===== src/hw/scg_map.vh =====
// Register offsets, field positions and reset values of the clock unit
`ifndef SCG_MAP_VH
`define SCG_MAP_VH
// Register byte offsets
`define SCG_ADR_OUT_CLK_CTRL   8'h00
`define SCG_ADR_UNIT_CLK_CTRL  8'h04
`define SCG_ADR_LB_CLK_RATIO   8'h08
`define SCG_ADR_STATUS         8'h0c
`define SCG_ADR_RCW_LOW        8'h10
`define SCG_ADR_RATIOS         8'h14
// Reset configuration word low field positions
`define SCG_SYSTEM_MULTIPLIER_FIELD_HI            27
`define SCG_SYSTEM_MULTIPLIER_FIELD_LO            24
`define SCG_CORE_HI            22
`define SCG_CORE_LO            16
`define SCG_ENGINE_MULTIPLIER_FIELD_HI           12
`define SCG_ENGINE_MULTIPLIER_FIELD_LO           8
`define SCG_ENGINE_DIVIDER_FIELD_BIT          6
`define SCG_LOCAL_BUS_CLOCK_MODE_BIT           30
// Reset values
`define SCG_OUT_CLK_RST        3'h0
`define SCG_UNIT_CLK_RST       8'h55
`define SCG_LB_DIV_RST         2'h0
// Unit clock ratio codes
`define SCG_UNIT_OFF           2'h0
`define SCG_UNIT_FULL          2'h1
`define SCG_UNIT_HALF          2'h2
`define SCG_UNIT_THIRD         2'h3
// Multiplier code limits
`define SCG_SYSTEM_MULTIPLIER_FIELD_MIN           4'h2
`define SCG_SYSTEM_MULTIPLIER_FIELD_MAX           4'h6
`define SCG_ENGINE_MULTIPLIER_FIELD_MIN          5'h02
`define SCG_ENGINE_MULTIPLIER_FIELD_MAX          5'h08
// Clock rate and PCI half period
`define SCG_CLK_HZ             10000000
`define SCG_PCI_HALF_NS        100
`define SCG_PCI_HALF_CYC       ((`SCG_PCI_HALF_NS * (`SCG_CLK_HZ / 1000000)) / 1000)
`endif


===== src/hw/scg_top.v =====
// System clock generation unit with Wishbone register access
//
// Register access over Wishbone and the placing of the registers are this design's own decisions.
`timescale 1ns/1ns
`default_nettype none
`include "scg_map.vh"
module scg_top #(
  parameter [31:0] HARD_RCW_LOW = 32'h0204_0700,
  parameter        PCI_HALF     = `SCG_PCI_HALF_CYC
) (
  // Clock, reset, enable
  input  wire        clk_i,
  input  wire        rst_i,
  input  wire        ce_i,
  // Configuration pins
  input  wire        pci_host_select_i,
  input  wire        input_divide_strap_i,
  input  wire        hard_option_sel_i,
  input  wire [31:0] reset_config_word_low_i,
  // Wishbone slave
  input  wire        wb_cyc_i,
  input  wire        wb_stb_i,
  input  wire        wb_we_i,
  input  wire [7:0]  wb_adr_i,
  input  wire [3:0]  wb_sel_i,
  input  wire [31:0] wb_dat_i,
  output reg  [31:0] wb_dat_o,
  output reg         wb_ack_o,
  // PCI clock outputs
  output wire [2:0]  pci_clk_o,
  output wire        pci_sync_out_o,
  // Memory and local bus clock outputs
  output reg         memory_bus_clock_o,
  output reg         memory_bus_clock_n_o,
  output reg         local_bus_clock_output_o,
  // Unit clock enables: i2c, sd, usb, dma
  output wire [3:0]  unit_clk_en_o,
  // Derived ratios
  output reg  [3:0]  csb_to_sys_ratio_o,
  output reg  [4:0]  csb_to_sync_ratio_o,
  output reg  [6:0]  core_ratio_field_o,
  output reg  [4:0]  engine_multiplier_o,
  output reg  [1:0]  engine_divisor_o,
  output reg         lbc_double_o,
  output reg         config_error_o
);
  // Decoded multiplier; zero marks a reserved code
  function [3:0] system_multiplier_field_mult;
    input [3:0] code;
    begin
      if (code >= `SCG_SYSTEM_MULTIPLIER_FIELD_MIN && code <= `SCG_SYSTEM_MULTIPLIER_FIELD_MAX)
        system_multiplier_field_mult = code;
      else
        system_multiplier_field_mult = 4'h0;
    end
  endfunction

  function [4:0] engine_multiplier_field_mult;
    input [4:0] code;
    begin
      if (code >= `SCG_ENGINE_MULTIPLIER_FIELD_MIN && code <= `SCG_ENGINE_MULTIPLIER_FIELD_MAX)
        engine_multiplier_field_mult = code;
      else
        engine_multiplier_field_mult = 5'h00;
    end
  endfunction

  // Local bus half period in bus clock cycles, at least one
  function [3:0] lb_half;
    input [1:0] div;
    input       dbl;
    reg   [3:0] h;
    begin
      h = 4'h0;
      case (div)
        2'h0:    h = 4'h1;
        2'h1:    h = 4'h2;
        default: h = 4'h4;
      endcase
      if (dbl)
        h = {1'b0, h[3:1]};
      lb_half = (h == 4'h0) ? 4'h1 : h;
    end
  endfunction

  // Pin synchronisers
  // Straps come from pins; two flops before any logic reads them
  reg [34:0] sync1_r;
  reg [34:0] sync2_r;
  always @(posedge clk_i) begin
    if (rst_i) begin
      sync1_r <= 35'h0;
      sync2_r <= 35'h0;
    end else if (ce_i) begin
      sync1_r <= {pci_host_select_i, input_divide_strap_i,
                  hard_option_sel_i, reset_config_word_low_i};
      sync2_r <= sync1_r;
    end
  end

  // Configuration capture after reset release
  reg  [1:0]  cap_cnt_r;
  reg         host_r;
  reg         div_strap_r;
  reg  [31:0] rcw_r;
  wire [31:0] rcw_src = sync2_r[32] ? HARD_RCW_LOW : sync2_r[31:0];
  wire        cap_now = (cap_cnt_r == 2'h2);
  // Count stops at three, so the word is captured once
  reg  [1:0]  cap_cnt_nxt;
  always @* begin
    cap_cnt_nxt = cap_cnt_r;
    if (cap_cnt_r != 2'h3)
      cap_cnt_nxt = cap_cnt_r + 2'h1;
  end
  always @(posedge clk_i) begin
    if (rst_i) begin
      cap_cnt_r   <= 2'h0;
      host_r      <= 1'b0;
      div_strap_r <= 1'b0;
      rcw_r       <= 32'h0;
    end else if (ce_i) begin
      cap_cnt_r <= cap_cnt_nxt;
      if (cap_now) begin
        host_r      <= sync2_r[34];
        div_strap_r <= sync2_r[33];
        rcw_r       <= rcw_src;
      end
    end
  end
  wire cfg_ready = (cap_cnt_r == 2'h3);

  // Derived ratio fields
  wire [3:0] system_multiplier_field_code = rcw_r[`SCG_SYSTEM_MULTIPLIER_FIELD_HI:`SCG_SYSTEM_MULTIPLIER_FIELD_LO];
  wire [4:0] engine_multiplier_field_code = rcw_r[`SCG_ENGINE_MULTIPLIER_FIELD_HI:`SCG_ENGINE_MULTIPLIER_FIELD_LO];
  wire [3:0] sys_mult  = system_multiplier_field_mult(system_multiplier_field_code);
  wire [4:0] eng_mult  = engine_multiplier_field_mult(engine_multiplier_field_code);
  wire [1:0] in_factor = div_strap_r ? 2'h1 : 2'h2;
  wire       local_bus_clock_mode      = rcw_r[`SCG_LOCAL_BUS_CLOCK_MODE_BIT];
  // Reserved codes zero the ratio and raise the error flag
  reg  [3:0] sys_ratio_nxt;
  reg  [4:0] sync_ratio_nxt;
  reg  [1:0] eng_div_nxt;
  reg        cfg_err_nxt;
  always @* begin
    sys_ratio_nxt  = sys_mult;
    // Input factor two doubles the sync-to-bus ratio
    sync_ratio_nxt = {1'b0, sys_mult};
    if (in_factor == 2'h2)
      sync_ratio_nxt = {sys_mult, 1'b0};
    eng_div_nxt = 2'h1;
    if (rcw_r[`SCG_ENGINE_DIVIDER_FIELD_BIT])
      eng_div_nxt = 2'h2;
    cfg_err_nxt = (sys_mult == 4'h0) || (eng_mult == 5'h00);
  end

  always @(posedge clk_i) begin
    if (rst_i) begin
      csb_to_sys_ratio_o  <= 4'h0;
      csb_to_sync_ratio_o <= 5'h0;
      core_ratio_field_o  <= 7'h0;
      engine_multiplier_o <= 5'h0;
      engine_divisor_o    <= 2'h0;
      lbc_double_o        <= 1'b0;
      config_error_o      <= 1'b0;
    end else if (ce_i && cfg_ready) begin
      csb_to_sys_ratio_o  <= sys_ratio_nxt;
      csb_to_sync_ratio_o <= sync_ratio_nxt;
      core_ratio_field_o  <= rcw_r[`SCG_CORE_HI:`SCG_CORE_LO];
      engine_multiplier_o <= eng_mult;
      engine_divisor_o    <= eng_div_nxt;
      lbc_double_o        <= local_bus_clock_mode;
      config_error_o      <= cfg_err_nxt;
    end
  end

  // Register file
  reg [2:0] out_clk_ctrl_r;
  reg [7:0] unit_clk_ctrl_r;
  reg [1:0] lb_clk_div_r;
  // Ack high blocks a second take of the same strobe
  wire      wb_req = wb_cyc_i && wb_stb_i && !wb_ack_o;
  // Writes need byte lane zero
  wire      wb_wr  = wb_req && wb_we_i && wb_sel_i[0];
  reg [2:0] out_clk_ctrl_nxt;
  reg [7:0] unit_clk_ctrl_nxt;
  reg [1:0] lb_clk_div_nxt;
  always @* begin
    out_clk_ctrl_nxt  = out_clk_ctrl_r;
    unit_clk_ctrl_nxt = unit_clk_ctrl_r;
    lb_clk_div_nxt    = lb_clk_div_r;
    if (wb_wr) begin
      case (wb_adr_i)
        `SCG_ADR_OUT_CLK_CTRL:  out_clk_ctrl_nxt  = wb_dat_i[2:0];
        `SCG_ADR_UNIT_CLK_CTRL: unit_clk_ctrl_nxt = wb_dat_i[7:0];
        `SCG_ADR_LB_CLK_RATIO:  lb_clk_div_nxt    = wb_dat_i[1:0];
        default: ;
      endcase
    end
  end

  always @(posedge clk_i) begin
    if (rst_i) begin
      out_clk_ctrl_r  <= `SCG_OUT_CLK_RST;
      unit_clk_ctrl_r <= `SCG_UNIT_CLK_RST;
      lb_clk_div_r    <= `SCG_LB_DIV_RST;
    end else if (ce_i) begin
      out_clk_ctrl_r  <= out_clk_ctrl_nxt;
      unit_clk_ctrl_r <= unit_clk_ctrl_nxt;
      lb_clk_div_r    <= lb_clk_div_nxt;
    end
  end

  // Read mux and acknowledge
  reg [31:0] rd_data;
  always @* begin
    rd_data = 32'h0;
    case (wb_adr_i)
      `SCG_ADR_OUT_CLK_CTRL:  rd_data = {29'h0, out_clk_ctrl_r};
      `SCG_ADR_UNIT_CLK_CTRL: rd_data = {24'h0, unit_clk_ctrl_r};
      `SCG_ADR_LB_CLK_RATIO:  rd_data = {30'h0, lb_clk_div_r};
      `SCG_ADR_STATUS:
        rd_data = {26'h0, config_error_o, cfg_ready, lbc_double_o,
                   div_strap_r, host_r, pci_sync_out_o};
      `SCG_ADR_RCW_LOW:       rd_data = rcw_r;
      `SCG_ADR_RATIOS:
        rd_data = {1'b0, engine_divisor_o, engine_multiplier_o,
                   1'b0, core_ratio_field_o, 3'h0,
                   csb_to_sync_ratio_o, 4'h0, csb_to_sys_ratio_o};
      default:                rd_data = 32'h0;
    endcase
  end

  // Read data held until the next read
  reg        ack_nxt;
  reg [31:0] dat_nxt;
  always @* begin
    ack_nxt = wb_req;
    dat_nxt = wb_dat_o;
    if (wb_req && !wb_we_i)
      dat_nxt = rd_data;
  end

  always @(posedge clk_i) begin
    if (rst_i) begin
      wb_ack_o <= 1'b0;
      wb_dat_o <= 32'h0;
    end else if (ce_i) begin
      wb_ack_o <= ack_nxt;
      wb_dat_o <= dat_nxt;
    end
  end

  // PCI clock outputs
  // Agent mode or unfinished capture keeps PCI clocks low
  scg_pci_clkout #(
    .HALF (PCI_HALF)
  ) u_pci (
    .clk_i     (clk_i),
    .rst_i     (rst_i),
    .ce_i      (ce_i),
    .host_i    (host_r && cfg_ready),
    .en_i      (out_clk_ctrl_r),
    .pci_clk_o (pci_clk_o),
    .sync_o    (pci_sync_out_o)
  );

  // Memory clock pair: controller clock halved
  // Complement taken from the old state keeps the pair exact
  reg mem_clk_nxt;
  always @* begin
    mem_clk_nxt = ~memory_bus_clock_o;
  end
  always @(posedge clk_i) begin
    if (rst_i) begin
      memory_bus_clock_o   <= 1'b0;
      memory_bus_clock_n_o <= 1'b1;
    end else if (ce_i) begin
      memory_bus_clock_o   <= mem_clk_nxt;
      memory_bus_clock_n_o <= memory_bus_clock_o;
    end
  end

  // Local bus clock divider
  reg  [3:0] lb_cnt_r;
  wire [3:0] lb_last = lb_half(lb_clk_div_r, lbc_double_o) - 4'h1;
  // Smaller ratio written mid-count wraps at once
  reg  [3:0] lb_cnt_nxt;
  reg        lb_clk_nxt;
  always @* begin
    lb_cnt_nxt = lb_cnt_r + 4'h1;
    lb_clk_nxt = local_bus_clock_output_o;
    if (lb_cnt_r >= lb_last) begin
      lb_cnt_nxt = 4'h0;
      lb_clk_nxt = ~local_bus_clock_output_o;
    end
  end

  always @(posedge clk_i) begin
    if (rst_i) begin
      lb_cnt_r                 <= 4'h0;
      local_bus_clock_output_o <= 1'b0;
    end else if (ce_i) begin
      lb_cnt_r                 <= lb_cnt_nxt;
      local_bus_clock_output_o <= lb_clk_nxt;
    end
  end

  // Unit clock enables
  // One divider per configurable unit
  genvar g;
  generate
    for (g = 0; g < 4; g = g + 1) begin : g_unit
      scg_ratio_div u_div (
        .clk_i   (clk_i),
        .rst_i   (rst_i),
        .ce_i    (ce_i),
        .ratio_i (unit_clk_ctrl_r[2*g+1:2*g]),
        .en_o    (unit_clk_en_o[g])
      );
    end
  endgenerate
endmodule
`default_nettype wire


===== src/hw/scg_ratio_div.v =====
// Clock-enable divider: off, full, half or one third rate
`timescale 1ns/1ns
`default_nettype none
`include "scg_map.vh"
module scg_ratio_div (
  // Clock and control
  input  wire       clk_i,
  input  wire       rst_i,
  input  wire       ce_i,
  // Ratio select
  input  wire [1:0] ratio_i,
  // Divided enable
  output reg        en_o
);
  reg  [1:0] cnt_r;
  wire [1:0] last = (ratio_i == `SCG_UNIT_THIRD) ? 2'h2 : 2'h1;

  always @(posedge clk_i) begin
    if (rst_i) begin
      cnt_r <= 2'h0;
      en_o  <= 1'b0;
    end else if (ce_i) begin
      case (ratio_i)
        `SCG_UNIT_OFF: begin
          cnt_r <= 2'h0;
          en_o  <= 1'b0;
        end
        `SCG_UNIT_FULL: begin
          cnt_r <= 2'h0;
          en_o  <= 1'b1;
        end
        default: begin
          cnt_r <= (cnt_r >= last) ? 2'h0 : cnt_r + 2'h1;
          en_o  <= (cnt_r >= last);
        end
      endcase
    end
  end
endmodule
`default_nettype wire


===== src/hw/scg_pci_clkout.v =====
// Three phase-aligned gated PCI clock outputs and sync output
`timescale 1ns/1ns
`default_nettype none
`include "scg_map.vh"
module scg_pci_clkout #(
  parameter HALF = `SCG_PCI_HALF_CYC
) (
  // Clock and control
  input  wire       clk_i,
  input  wire       rst_i,
  input  wire       ce_i,
  input  wire       host_i,
  input  wire [2:0] en_i,
  // Clock outputs
  output reg  [2:0] pci_clk_o,
  output reg        sync_o
);
  localparam integer HALF_I  = (HALF < 1) ? 1 : HALF;
  localparam [7:0]   HALF_M1 = HALF_I[7:0] - 8'h01;
  reg  [7:0] cnt_r;
  reg        phase_r;
  reg  [2:0] en_eff_r;
  wire       tick      = (cnt_r == HALF_M1);
  wire       phase_nxt = tick ? ~phase_r : phase_r;
  wire [2:0] en_nxt    = phase_r ? en_eff_r : en_i;

  always @(posedge clk_i) begin
    if (rst_i) begin
      cnt_r     <= 8'h00;
      phase_r   <= 1'b0;
      en_eff_r  <= 3'h0;
      pci_clk_o <= 3'h0;
      sync_o    <= 1'b0;
    end else if (ce_i) begin
      if (!host_i) begin
        cnt_r     <= 8'h00;
        phase_r   <= 1'b0;
        en_eff_r  <= 3'h0;
        pci_clk_o <= 3'h0;
        sync_o    <= 1'b0;
      end else begin
        cnt_r    <= tick ? 8'h00 : cnt_r + 8'h01;
        phase_r  <= phase_nxt;
        en_eff_r <= en_nxt;
        pci_clk_o <= {3{phase_nxt}} & en_nxt;
        sync_o   <= phase_nxt;
      end
    end
  end
endmodule
`default_nettype wire


===== config.mk =====
export PLATFORM = sky130hd
export DESIGN_NAME = scg_top
export DESIGN_NICKNAME = d
export VERILOG_FILES = /design/src/hw/scg_top.v /design/src/hw/scg_ratio_div.v /design/src/hw/scg_pci_clkout.v
export VERILOG_INCLUDE_DIRS = /design/src /design/src/hw
export SDC_FILE = /design/constraint.sdc
export NUM_CORES = 1
export LEC_CHECK = 0
export BUFFER_PORTS_ARGS = -buffer_cell sky130_fd_sc_hd__clkbuf_2
export CAP_MARGIN = 20
export CELL_PAD_IN_SITES_DETAIL_PLACEMENT = 0
export CELL_PAD_IN_SITES_GLOBAL_PLACEMENT = 1
export CORE_MARGIN = 2
export CORE_UTILIZATION = 30
export CTS_BUF_LIST = sky130_fd_sc_hd__clkbuf_8
export CTS_CLUSTER_DIAMETER = 50
export DETAILED_ROUTE_END_ITERATION = 8
export PLACE_DENSITY = 0.62
export SYNTH_ARGS = -nofsm -noshare
export SYNTH_HDL_FRONTEND = slang
export SYNTH_SLANG_ARGS = --single-unit

===== constraint.sdc =====
create_clock -name clk_i -period 2.29 [get_ports clk_i]
set_clock_uncertainty 0.1 [all_clocks]
set_input_delay 0.1145 -clock clk_i [delete_from_list [all_inputs] [get_ports clk_i]]
set_output_delay 0.1145 -clock clk_i [all_outputs]
set_load 0.005 [all_outputs]

==> impl_metrics.ini, run 1 <==
[synthesis]
synth_area_leaders = dfxtp_1 49%, mux2i_1 13%, nor2_1 5.8%
netlist_instances = 917
synth_edf_count = 0
seq_area_frac_synth_pct = 49.34
synth_fp_nets = 1021
syn_avg_cell_area_um2 = 9.336
synthArstFlopShare_pct = 0
synth_top_area_cell = dfxtp_1
netlist_area_um2 = 8561
synth_ff_type = dfxtp_1
synth_commonest_cells = 211 x dfxtp_1, 132 x nor2_1, 116 x nand2_1, 108 x mux2i_1, 55 x a21oi_1
synth_most_common_cell = dfxtp_1
synth_top_area_share_pct = 49.34
ys_warn_count = 0
yosysUniqueCellTypes = 54
ys_ff_latch = 211

[worst_setup_path]
worstPathRequired_ps = 2650
end_kind = register
worstSetupStartpointType = input port
cp_max_fo = 4
crit_type = in -> reg
arrival_ps = 2510

[place]
dp_cells = 1378
port_buffers = 126
gp_congestion = 0.7697
detailed_place_hpwl_mm = 15.74

[detailed_routing]
vias_per_cell = 4.595
dr.pass1.iters = 4
drtIter0Drc = 365
wl_per_cell_um = 15.41
totalWireLength_mm = 23.13
antenna_left = 0
vias = 6897
drc = 0

[grt]
grt-ovfl-total = 0
use_met2_pct = 22.70
antenna_found_initial = 0
use_met3_pct = 3.364
grt_max_degree = 137
grt_pass1_vias = 6604
grt_util_met1_pct = 22.46
grt_util_all_layers_pct = 15.39
grt_pass1_wl_mm = 37.18
grt.busiest_layer = met2

[cells_and_area]
fill_cells = 2948
diodes = 0
drive_gt1_share_pct = 19.95
syn2layout_area_growth_pct = 27.78
nets = 1199
fin_cells = 1501
multi_input_area_um2 = 3971
seqCellArea_um2 = 4224

[power]
leakagePower_nw = 4.598
power_mw = 8.052
vdd_drop_max_mv = 0.3080
powerDensity_nw_per_um2 = 736.1

[timing]
maxSlewViolCount = 0
timing.final.crit_period_ps = 2152
slew_headroom_pct = 42.21
finalHoldViolCount = 0
period_share_pct = 93.97
grt_setup_unrepaired = false
setup_tns_ps = 0
fmax_ghz = 0.4647
tightest_slew_ps = 866.8
setup_violations = 0

[clock_network]
clk_latency_ps = 540
cts_tree = done
root_buffer = clkbuf_8
path_clk_slew_ps = 60
cts_setup_buffers = 0
cts.path.max_buffers = 3
clock-sinks = 211
cts.repair.resized = 0
numCtsBuffers = 38
h-tree-depth = 2

[die]
rows = 61
start_util_pct = 30.65
die-area_um2 = 29900
fp.dieW_um = 172.9
io_pins = 154
die_h_um = 172.9
coreArea_um2 = 27930

[job]
max-cap-violations = 0

[hold_path]
hp-class = in -> reg

[outcome]
outcome = finished, final reports clean
[worst max-delay path, stage by stage]
cell and delay (ps):
dlygate4sd3_1 540, clkbuf_2 150, a211oi_1 220, dlygate4sd3_1 600, nand4_1 90, dlygate4sd3_1 580, a211oi_1 210
[per-layer routing]
layer | routed length [um] | vias to the layer above
met5 | 0 | -
met4 | 431 | 0
met3 | 1023 | 36
met2 | 9593 | 152
met1 | 12080 | 3174
li1 | - | 3535
[stage by stage]
step	setup WS, ps	instance area [um2]	util, %	hold WS, ps
after floorplan	411.8	8561	-	139.6
after detailed placement	242.4	9574	34.27	257.0
final	138.2	10940	39.16	45.32
after CTS	137.7	10940	39.16	21.22
after global placement	246.8	9574	34.27	248.0
after global routing	3.794	10940	39.16	62.12
[state kept, by name, summed over array words and instances, names as in the netlist, 7 cells and up]
register,flops
sync1_r,35
wb_dat_o,32
g_unit.u_div.cnt_r,8
u_pci.cnt_r,8
core_ratio_field_o,7
sync2_r,35
rcw_r,32
unit_clk_ctrl_r,8
[power breakdown]
| group | internal, mW | leakage [nW] | switching [mW] | total [mW] |
|---|---|---|---|---|
| clock network | 2.11 | 0.452 | 1.58 | 3.69 |
| logic | 0.248 | 2.43 | 0.289 | 0.537 |
| registers | 3.76 | 1.71 | 0.0655 | 3.82 |
[cells in the final DEF (no fill, tap or decap), drive strengths merged, types with 12 or more instances in the layout]
cell	n
dfxtp	211
nand3b	28
buf	23
nor2	132
dlygate4sd3	55
a21oi	55
nand4	12
ha	19
nor3	18
clkbuf	175
mux2i	108
nand2	116
a22oi	18
o21ai	26
inv	31
[cells by family (layout without fill, tap and decap cells)]
kind of cell / count (synthesis) / in the layout / share of synthesized area (%)
simple gates: 342 / 342 / 18.49
flops: 211 / 211 / 49.34
buf+inv: 84 / 290 / 4.311
xor+xnor: 10 / 10 / 1.023
fa+ha+maj: 19 / 19 / 2.777
compound gates: 139 / 139 / 10.64
mux: 112 / 112 / 13.42
[area by class of cell]
type | count | area share, %
inverters | 20 | 0.6863
clock buffers | 51 | 6.417
flip-flops and latches | 211 | 38.61
clock inverters | 17 | 1.029
multi-input cells | 622 | 36.30
repair buffers | 202 | 12.63
well taps | 378 | 4.323
[final timing paths]
check / from / endpoint / slack [ps] / cells after the start
worst max-delay path: wb_adr_i[1] / wb_dat_o[1] / 140 / 7
worst min-delay path: wb_adr_i[3] / wb_dat_o[3] / 50 / 3
worst max register to register: wb_ack_o / lb_clk_div_r[0] / 150 / 6
worst min register to register: rcw_r[31] / rcw_r[31] / 350 / 2
[repair_timing]
action / CTS / global route
hold buffers: 55 / 0
setup endpoints to repair: 0 / 0
hold endpoints to repair: 68 / 0
Note: power is estimated with default switching activity, not from simulation.
==> run 2: changes to the inputs <==
--- a/config.mk
+++ b/config.mk
@@ -10,12 +10,12 @@
 export CAP_MARGIN = 20
 export CELL_PAD_IN_SITES_DETAIL_PLACEMENT = 0
 export CELL_PAD_IN_SITES_GLOBAL_PLACEMENT = 1
-export CORE_MARGIN = 2
 export CORE_UTILIZATION = 30
 export CTS_BUF_LIST = sky130_fd_sc_hd__clkbuf_8
 export CTS_CLUSTER_DIAMETER = 50
 export DETAILED_ROUTE_END_ITERATION = 8
 export PLACE_DENSITY = 0.62
+export REMOVE_ABC_BUFFERS = 1
 export SYNTH_ARGS = -nofsm -noshare
 export SYNTH_HDL_FRONTEND = slang
 export SYNTH_SLANG_ARGS = --single-unit
==> run 2 against run 1 <==
Maximum frequency is 0.43% higher. Worst setup slack gained 9.1 ps. Total power is 5.1% lower. Via count is 1.1% higher. Count of clock-buffer cells in the layout decreased by 7.
==> impl_metrics.ini, run 2 (synthesis results as in run 1) <==
[outcome]
outcome = finished, final reports clean

[worst_setup_path]
crit_chain = dlygate4sd3_1 > buf_6 > buf_4 > mux2i_1 > nor2_1 > dlygate4sd3_1
cp_slowest_stage_delay_ps = 660
cp_max_fo = 49
startpoint = ce_i
path_common_cell = dlygate4sd3_1
arrival_ps = 2470
crit_type = in -> reg
worstSetupStartpointType = input port
worstPathRequired_ps = 2620
crit_buf_inv = 4
r2r_start = lbc_double_o
end_kind = register
critPathTopFamily = buffers and inverters
slowest_stage = buf_4

[grt]
grt_util_all_layers_pct = 16.32
grt_max_degree = 66
grt-ovfl-total = 0
antenna_found_initial = 0
grt_pass1_vias = 6803
grt_pass1_wl_mm = 37.12

[clock_network]
numCtsBuffers = 38
cts.path.max_buffers = 3
cts_setup_buffers = 0
root_buffer = clkbuf_8
path_clk_slew_ps = 60
cts.repair.resized = 0
h-tree-depth = 2
cts_hold_buf = 55
cts_tree = done
clock-sinks = 211
clk_latency_ps = 530

[power]
pwr-share-seq_pct = 49.9
vdd_drop_max_mv = 0.3289
powerDensity_nw_per_um2 = 704.3
switching_power_mw = 1.887
cellInternalPower_mw = 5.750
power.switching_fraction_pct = 24.71
power_mw = 7.638
leakagePower_nw = 4.589
p_clk_share_pct = 42.8
combPwrFrac_pct = 7.3

[die]
io_pins = 154
start_util_pct = 30.65
die-area_um2 = 29220
rows = 61
fp.dieW_um = 170.9
coreArea_um2 = 27930
die_h_um = 170.9

[timing]
slew_headroom_pct = 45.34
tightest_slew_ps = 819.9
grt_setup_unrepaired = false
finalHoldViolCount = 0
maxSlewViolCount = 0
timing.final.crit_period_ps = 2143
period_share_pct = 93.57
setup_tns_ps = 0
layout_setup_ws_ps = 147.3
fmax_ghz = 0.4667
setup_violations = 0
hold_ws_ps = 38.20

[cells_and_area]
final_cell_mix = 211 x dfxtp_1, 132 x nor2_1, 124 x clkbuf_2
diodes = 0
nets = 1204
drive_gt1_share_pct = 19.63
layout_commonest_cell = dfxtp_1
top_regs = sync1_r: 35 flops, sync2_r: 35 flops
syn2layout_area_growth_pct = 26.67
fill_cells = 2921

[detailed_routing]
drtIter0Drc = 297
totalWireLength_mm = 23.37
vias = 6972
vias_per_cell = 4.651
antenna_left = 0
drc = 0
wl_per_cell_um = 15.59
dr.pass1.iters = 5

[hold_path]
worstHoldStart = wb_stb_i
hp-class = in -> reg

[place]
port_buffers = 126
pre_cts_ws_ps = 295.2
detailed_place_hpwl_mm = 15.52
gp_congestion = 0.7814

[job]
max-cap-violations = 0
## run 2: cell count changes in the layout (fill, tap and decap cells not counted), sizes merged
cell,change
bufinv,-1
inv,+2
buf,+5
clkbuf,-7
clkinvlp,-1
## run 2: area by class of cell
cell class / count / area (um2) / share of cell area (%)
Timing Repair Buffer: 207 / 1410 / 13.00
Clock buffer: 44 / 605.6 / 5.584
Inverter: 20 / 75.07 / 0.6923
Tap cell: 378 / 473.0 / 4.361
Clock inverter: 17 / 77.57 / 0.7154
Sequential cell: 211 / 4224 / 38.95
Multi-Input combinational cell: 622 / 3979 / 36.69
## run 2: routing by layer
layer	share of wire, %	global-route usage [%]
met1	48	22.17
met2	44	25.45
met3	6.8	3.817
met4	1.8	5.085
met5	0	0
## run 2: worst reg2reg max path, delay by kind of cell, from the launching register on
family / cells / cell delay [ps]
and+or+nand+nor: 2 / 280
buffers and inverters: 1 / 50
DFF: 1 / 330
adders and majority gates: 1 / 270
AOI/OAI and AO/OA: 3 / 910
## run 2: through the flow
step,std cells,area (um2),util (%)
6_report,1499,10840,38.82
3_5_place_dp,1383,9610,34.40
3_3_place_gp,1383,9610,34.40
5_1_grt,1499,10840,38.82
4_1_cts,1499,10840,38.82
2_1_floorplan,853,8267,-
## run 2: power groups by stage
| stage | Combinational (mW) | Clock [mW] | Sequential (mW) |
|---|---|---|---|
| after floorplan | 0.210 | 0 | 3.88 |
| after global placement | 0.494 | 0 | 3.89 |
| after detailed placement | 0.495 | 0 | 3.89 |
| after CTS | 0.572 | 3.39 | 3.81 |
| after global routing | 0.624 | 3.55 | 3.82 |
| final | 0.559 | 3.27 | 3.81 |
## run 2: final timing paths
path / end / slack [ps] / depth (start not counted)
max: sync1_r[12] / 150 / 6
min: wb_ack_o / 40 / 4
max reg2reg: lb_cnt_r[2] / 290 / 7
min reg2reg: rcw_r[23] / 350 / 2
==> run 3: changes to the inputs <==
--- a/config.mk
+++ b/config.mk
@@ -16,6 +16,7 @@
 export DETAILED_ROUTE_END_ITERATION = 8
 export PLACE_DENSITY = 0.62
 export REMOVE_ABC_BUFFERS = 1
+export SETUP_SLACK_MARGIN = 0.15
 export SYNTH_ARGS = -nofsm -noshare
 export SYNTH_HDL_FRONTEND = slang
 export SYNTH_SLANG_ARGS = --single-unit
==> constraint.sdc (replaced) <==
create_clock -name clk_i -period 2.29 [get_ports clk_i]
set_clock_uncertainty 0.1 [all_clocks]
set_input_delay 0.1145 -clock clk_i [delete_from_list [all_inputs] [get_ports clk_i]]
set_output_delay 0.1145 -clock clk_i [all_outputs]
set_load 0.05 [all_outputs]
==> run 3 against run 2 <==
Core utilization fell by 0.23 points. Cell count fell by 0.40%. Flip-flop and latch count did not move. Maximum frequency rose by 2.7%. First-iteration DRC count rose by 30%. Critical path type unchanged. Critical endpoint is now wb_dat_o[7]. Largest cell class unchanged.
==> impl_metrics.ini, run 3 (synthesis results as in run 1) <==
[timing]
grt_setup_unrepaired = false
maxSlewViolCount = 0
tightest_slew_ps = 795.5
finalHoldViolCount = 0
fmax_ghz = 0.4792
hold_ws_ps = 4.132
timing.final.crit_period_ps = 2087
period_share_pct = 91.12
slew_headroom_pct = 46.96
setup_violations = 0

[clock_network]
root_buffer = clkbuf_8
cts.path.max_buffers = 3
numCtsBuffers = 38
cts_tree = done
path_clk_slew_ps = 50
clk_latency_ps = 520
clock-sinks = 211
h-tree-depth = 2
cts_setup_buffers = 0

[grt]
grt-ovfl-total = 0
antenna_found_initial = 0
grt_max_degree = 66
grt_pass1_wl_mm = 37.16
grt_util_all_layers_pct = 16.31
grt_pass1_vias = 6752

[die]
start_util_pct = 30.65
fp.dieW_um = 170.9
die-area_um2 = 29220
io_pins = 154
die_h_um = 170.9
coreArea_um2 = 27930
rows = 61

[cells_and_area]
layout_commonest_cell = dfxtp_1
nets = 1199
syn2layout_area_growth_pct = 25.93
diodes = 0
fill_cells = 2934
final_cell_mix = 211 x dfxtp_1, 132 x nor2_1, 124 x clkbuf_2
fin_util_pct = 38.59
drive_gt1_share_pct = 19.46
top_regs = sync1_r: 35 flops, sync2_r: 35 flops

[power]
leakagePower_nw = 4.549
switching_power_mw = 1.902
power.switching_fraction_pct = 25.12
powerDensity_nw_per_um2 = 702.3
vdd_drop_max_mv = 0.4221
p_clk_share_pct = 41.8
pwr-share-seq_pct = 50.4
cellInternalPower_mw = 5.669
combPwrFrac_pct = 7.9
power_mw = 7.571

[worst_setup_path]
rr_endpoint = wb_dat_o[7]
crit_type = in -> reg
r2r_start = wb_ack_o
crit_path_end = wb_dat_o[7]
cp_max_fo = 30
arrival_ps = 2450
worstPathRequired_ps = 2650
worstSetupStartpointType = input port
startpoint = ce_i
r2r_cells = 7
end_kind = register
r2r_slack_ps = 230

[place]
gp_congestion = 0.7787
port_buffers = 126
detailed_place_hpwl_mm = 15.62

[detailed_routing]
vias = 7034
vias_per_cell = 4.711
dr.pass1.iters = 6
antenna_left = 0
wl_per_cell_um = 15.74
drc = 0
totalWireLength_mm = 23.50
drtIter0Drc = 387

[hold_path]
hp-class = in -> reg

[outcome]
outcome = finished, final reports clean

[job]
max-cap-violations = 0
-- run 3: worst min-delay path by stage --
stage                     cells after the start  slack, ps        start                    end
final                                         3          4        rst_i            sync1_r[13]
after global routing                          5         20  wb_adr_i[5]            wb_dat_o[1]
after CTS                                     3         20        rst_i            sync1_r[13]
after detailed placement                      3        240  wb_dat_i[6]     unit_clk_ctrl_r[6]
after global placement                        3        240  wb_dat_i[6]     unit_clk_ctrl_r[6]
after floorplan                               1         80        rst_i  core_ratio_field_o[0]
-- run 3: per-layer routing --
layer  share of wire (%)  track usage (%)
met5                   0                0
met4                 1.6            4.076
met3                 6.1            3.840
met2                  44            25.47
met1                  49            22.51
-- run 3: power by group through the flow --
| stage | registers, mW | clock network (mW) | logic, mW |
|---|---|---|---|
| 3_3_place_gp | 3.89 | 0 | 0.536 |
| 2_1_floorplan | 3.92 | 0 | 0.210 |
| 6_report | 3.81 | 3.16 | 0.596 |
| 5_1_grt | 3.82 | 3.45 | 0.657 |
| 3_5_place_dp | 3.89 | 0 | 0.538 |
| 4_1_cts | 3.81 | 3.28 | 0.606 |
-- run 3: through the flow --
stage	TNS, ps	area [um2]	setup WS, ps	std cells
after floorplan	-7552	8267	-294.1	853
after global placement	0	9603	230.4	1382
after detailed placement	0	9603	203.3	1382
after CTS	0	10760	187.5	1492
after global routing	0	10780	151.3	1493
final	0	10780	203.4	1493
-- run 3: cell type report --
cell class	instances	area (um2)	area share [%]
inverter	20	75.07	0.6964
clock inverter	18	75.07	0.6964
timing repair buffer	202	1363	12.64
sequential	211	4224	39.18
multi-input combinational	622	3993	37.04
tap	378	473.0	4.387
clock buffer	42	578.1	5.362
-- run 3: timing repair --
| action | 4_1_cts | 5_1_grt |
|---|---|---|
| setup endpoints to repair | 0 | 15 |
| hold buffers | 50 | 2 |
| resized for setup | 0 | 2 |
| hold endpoints to repair | 62 | 1 |
-- run 3: critical path, cell delays in order --
cell and delay, ps:
dlygate4sd3_1 550, buf_6 180, and4b_2 310, buf_4 180
a21oi_4 170, buf_12 220, nand2_1 70, o21ai_0 70
dlygate4sd3_1 580
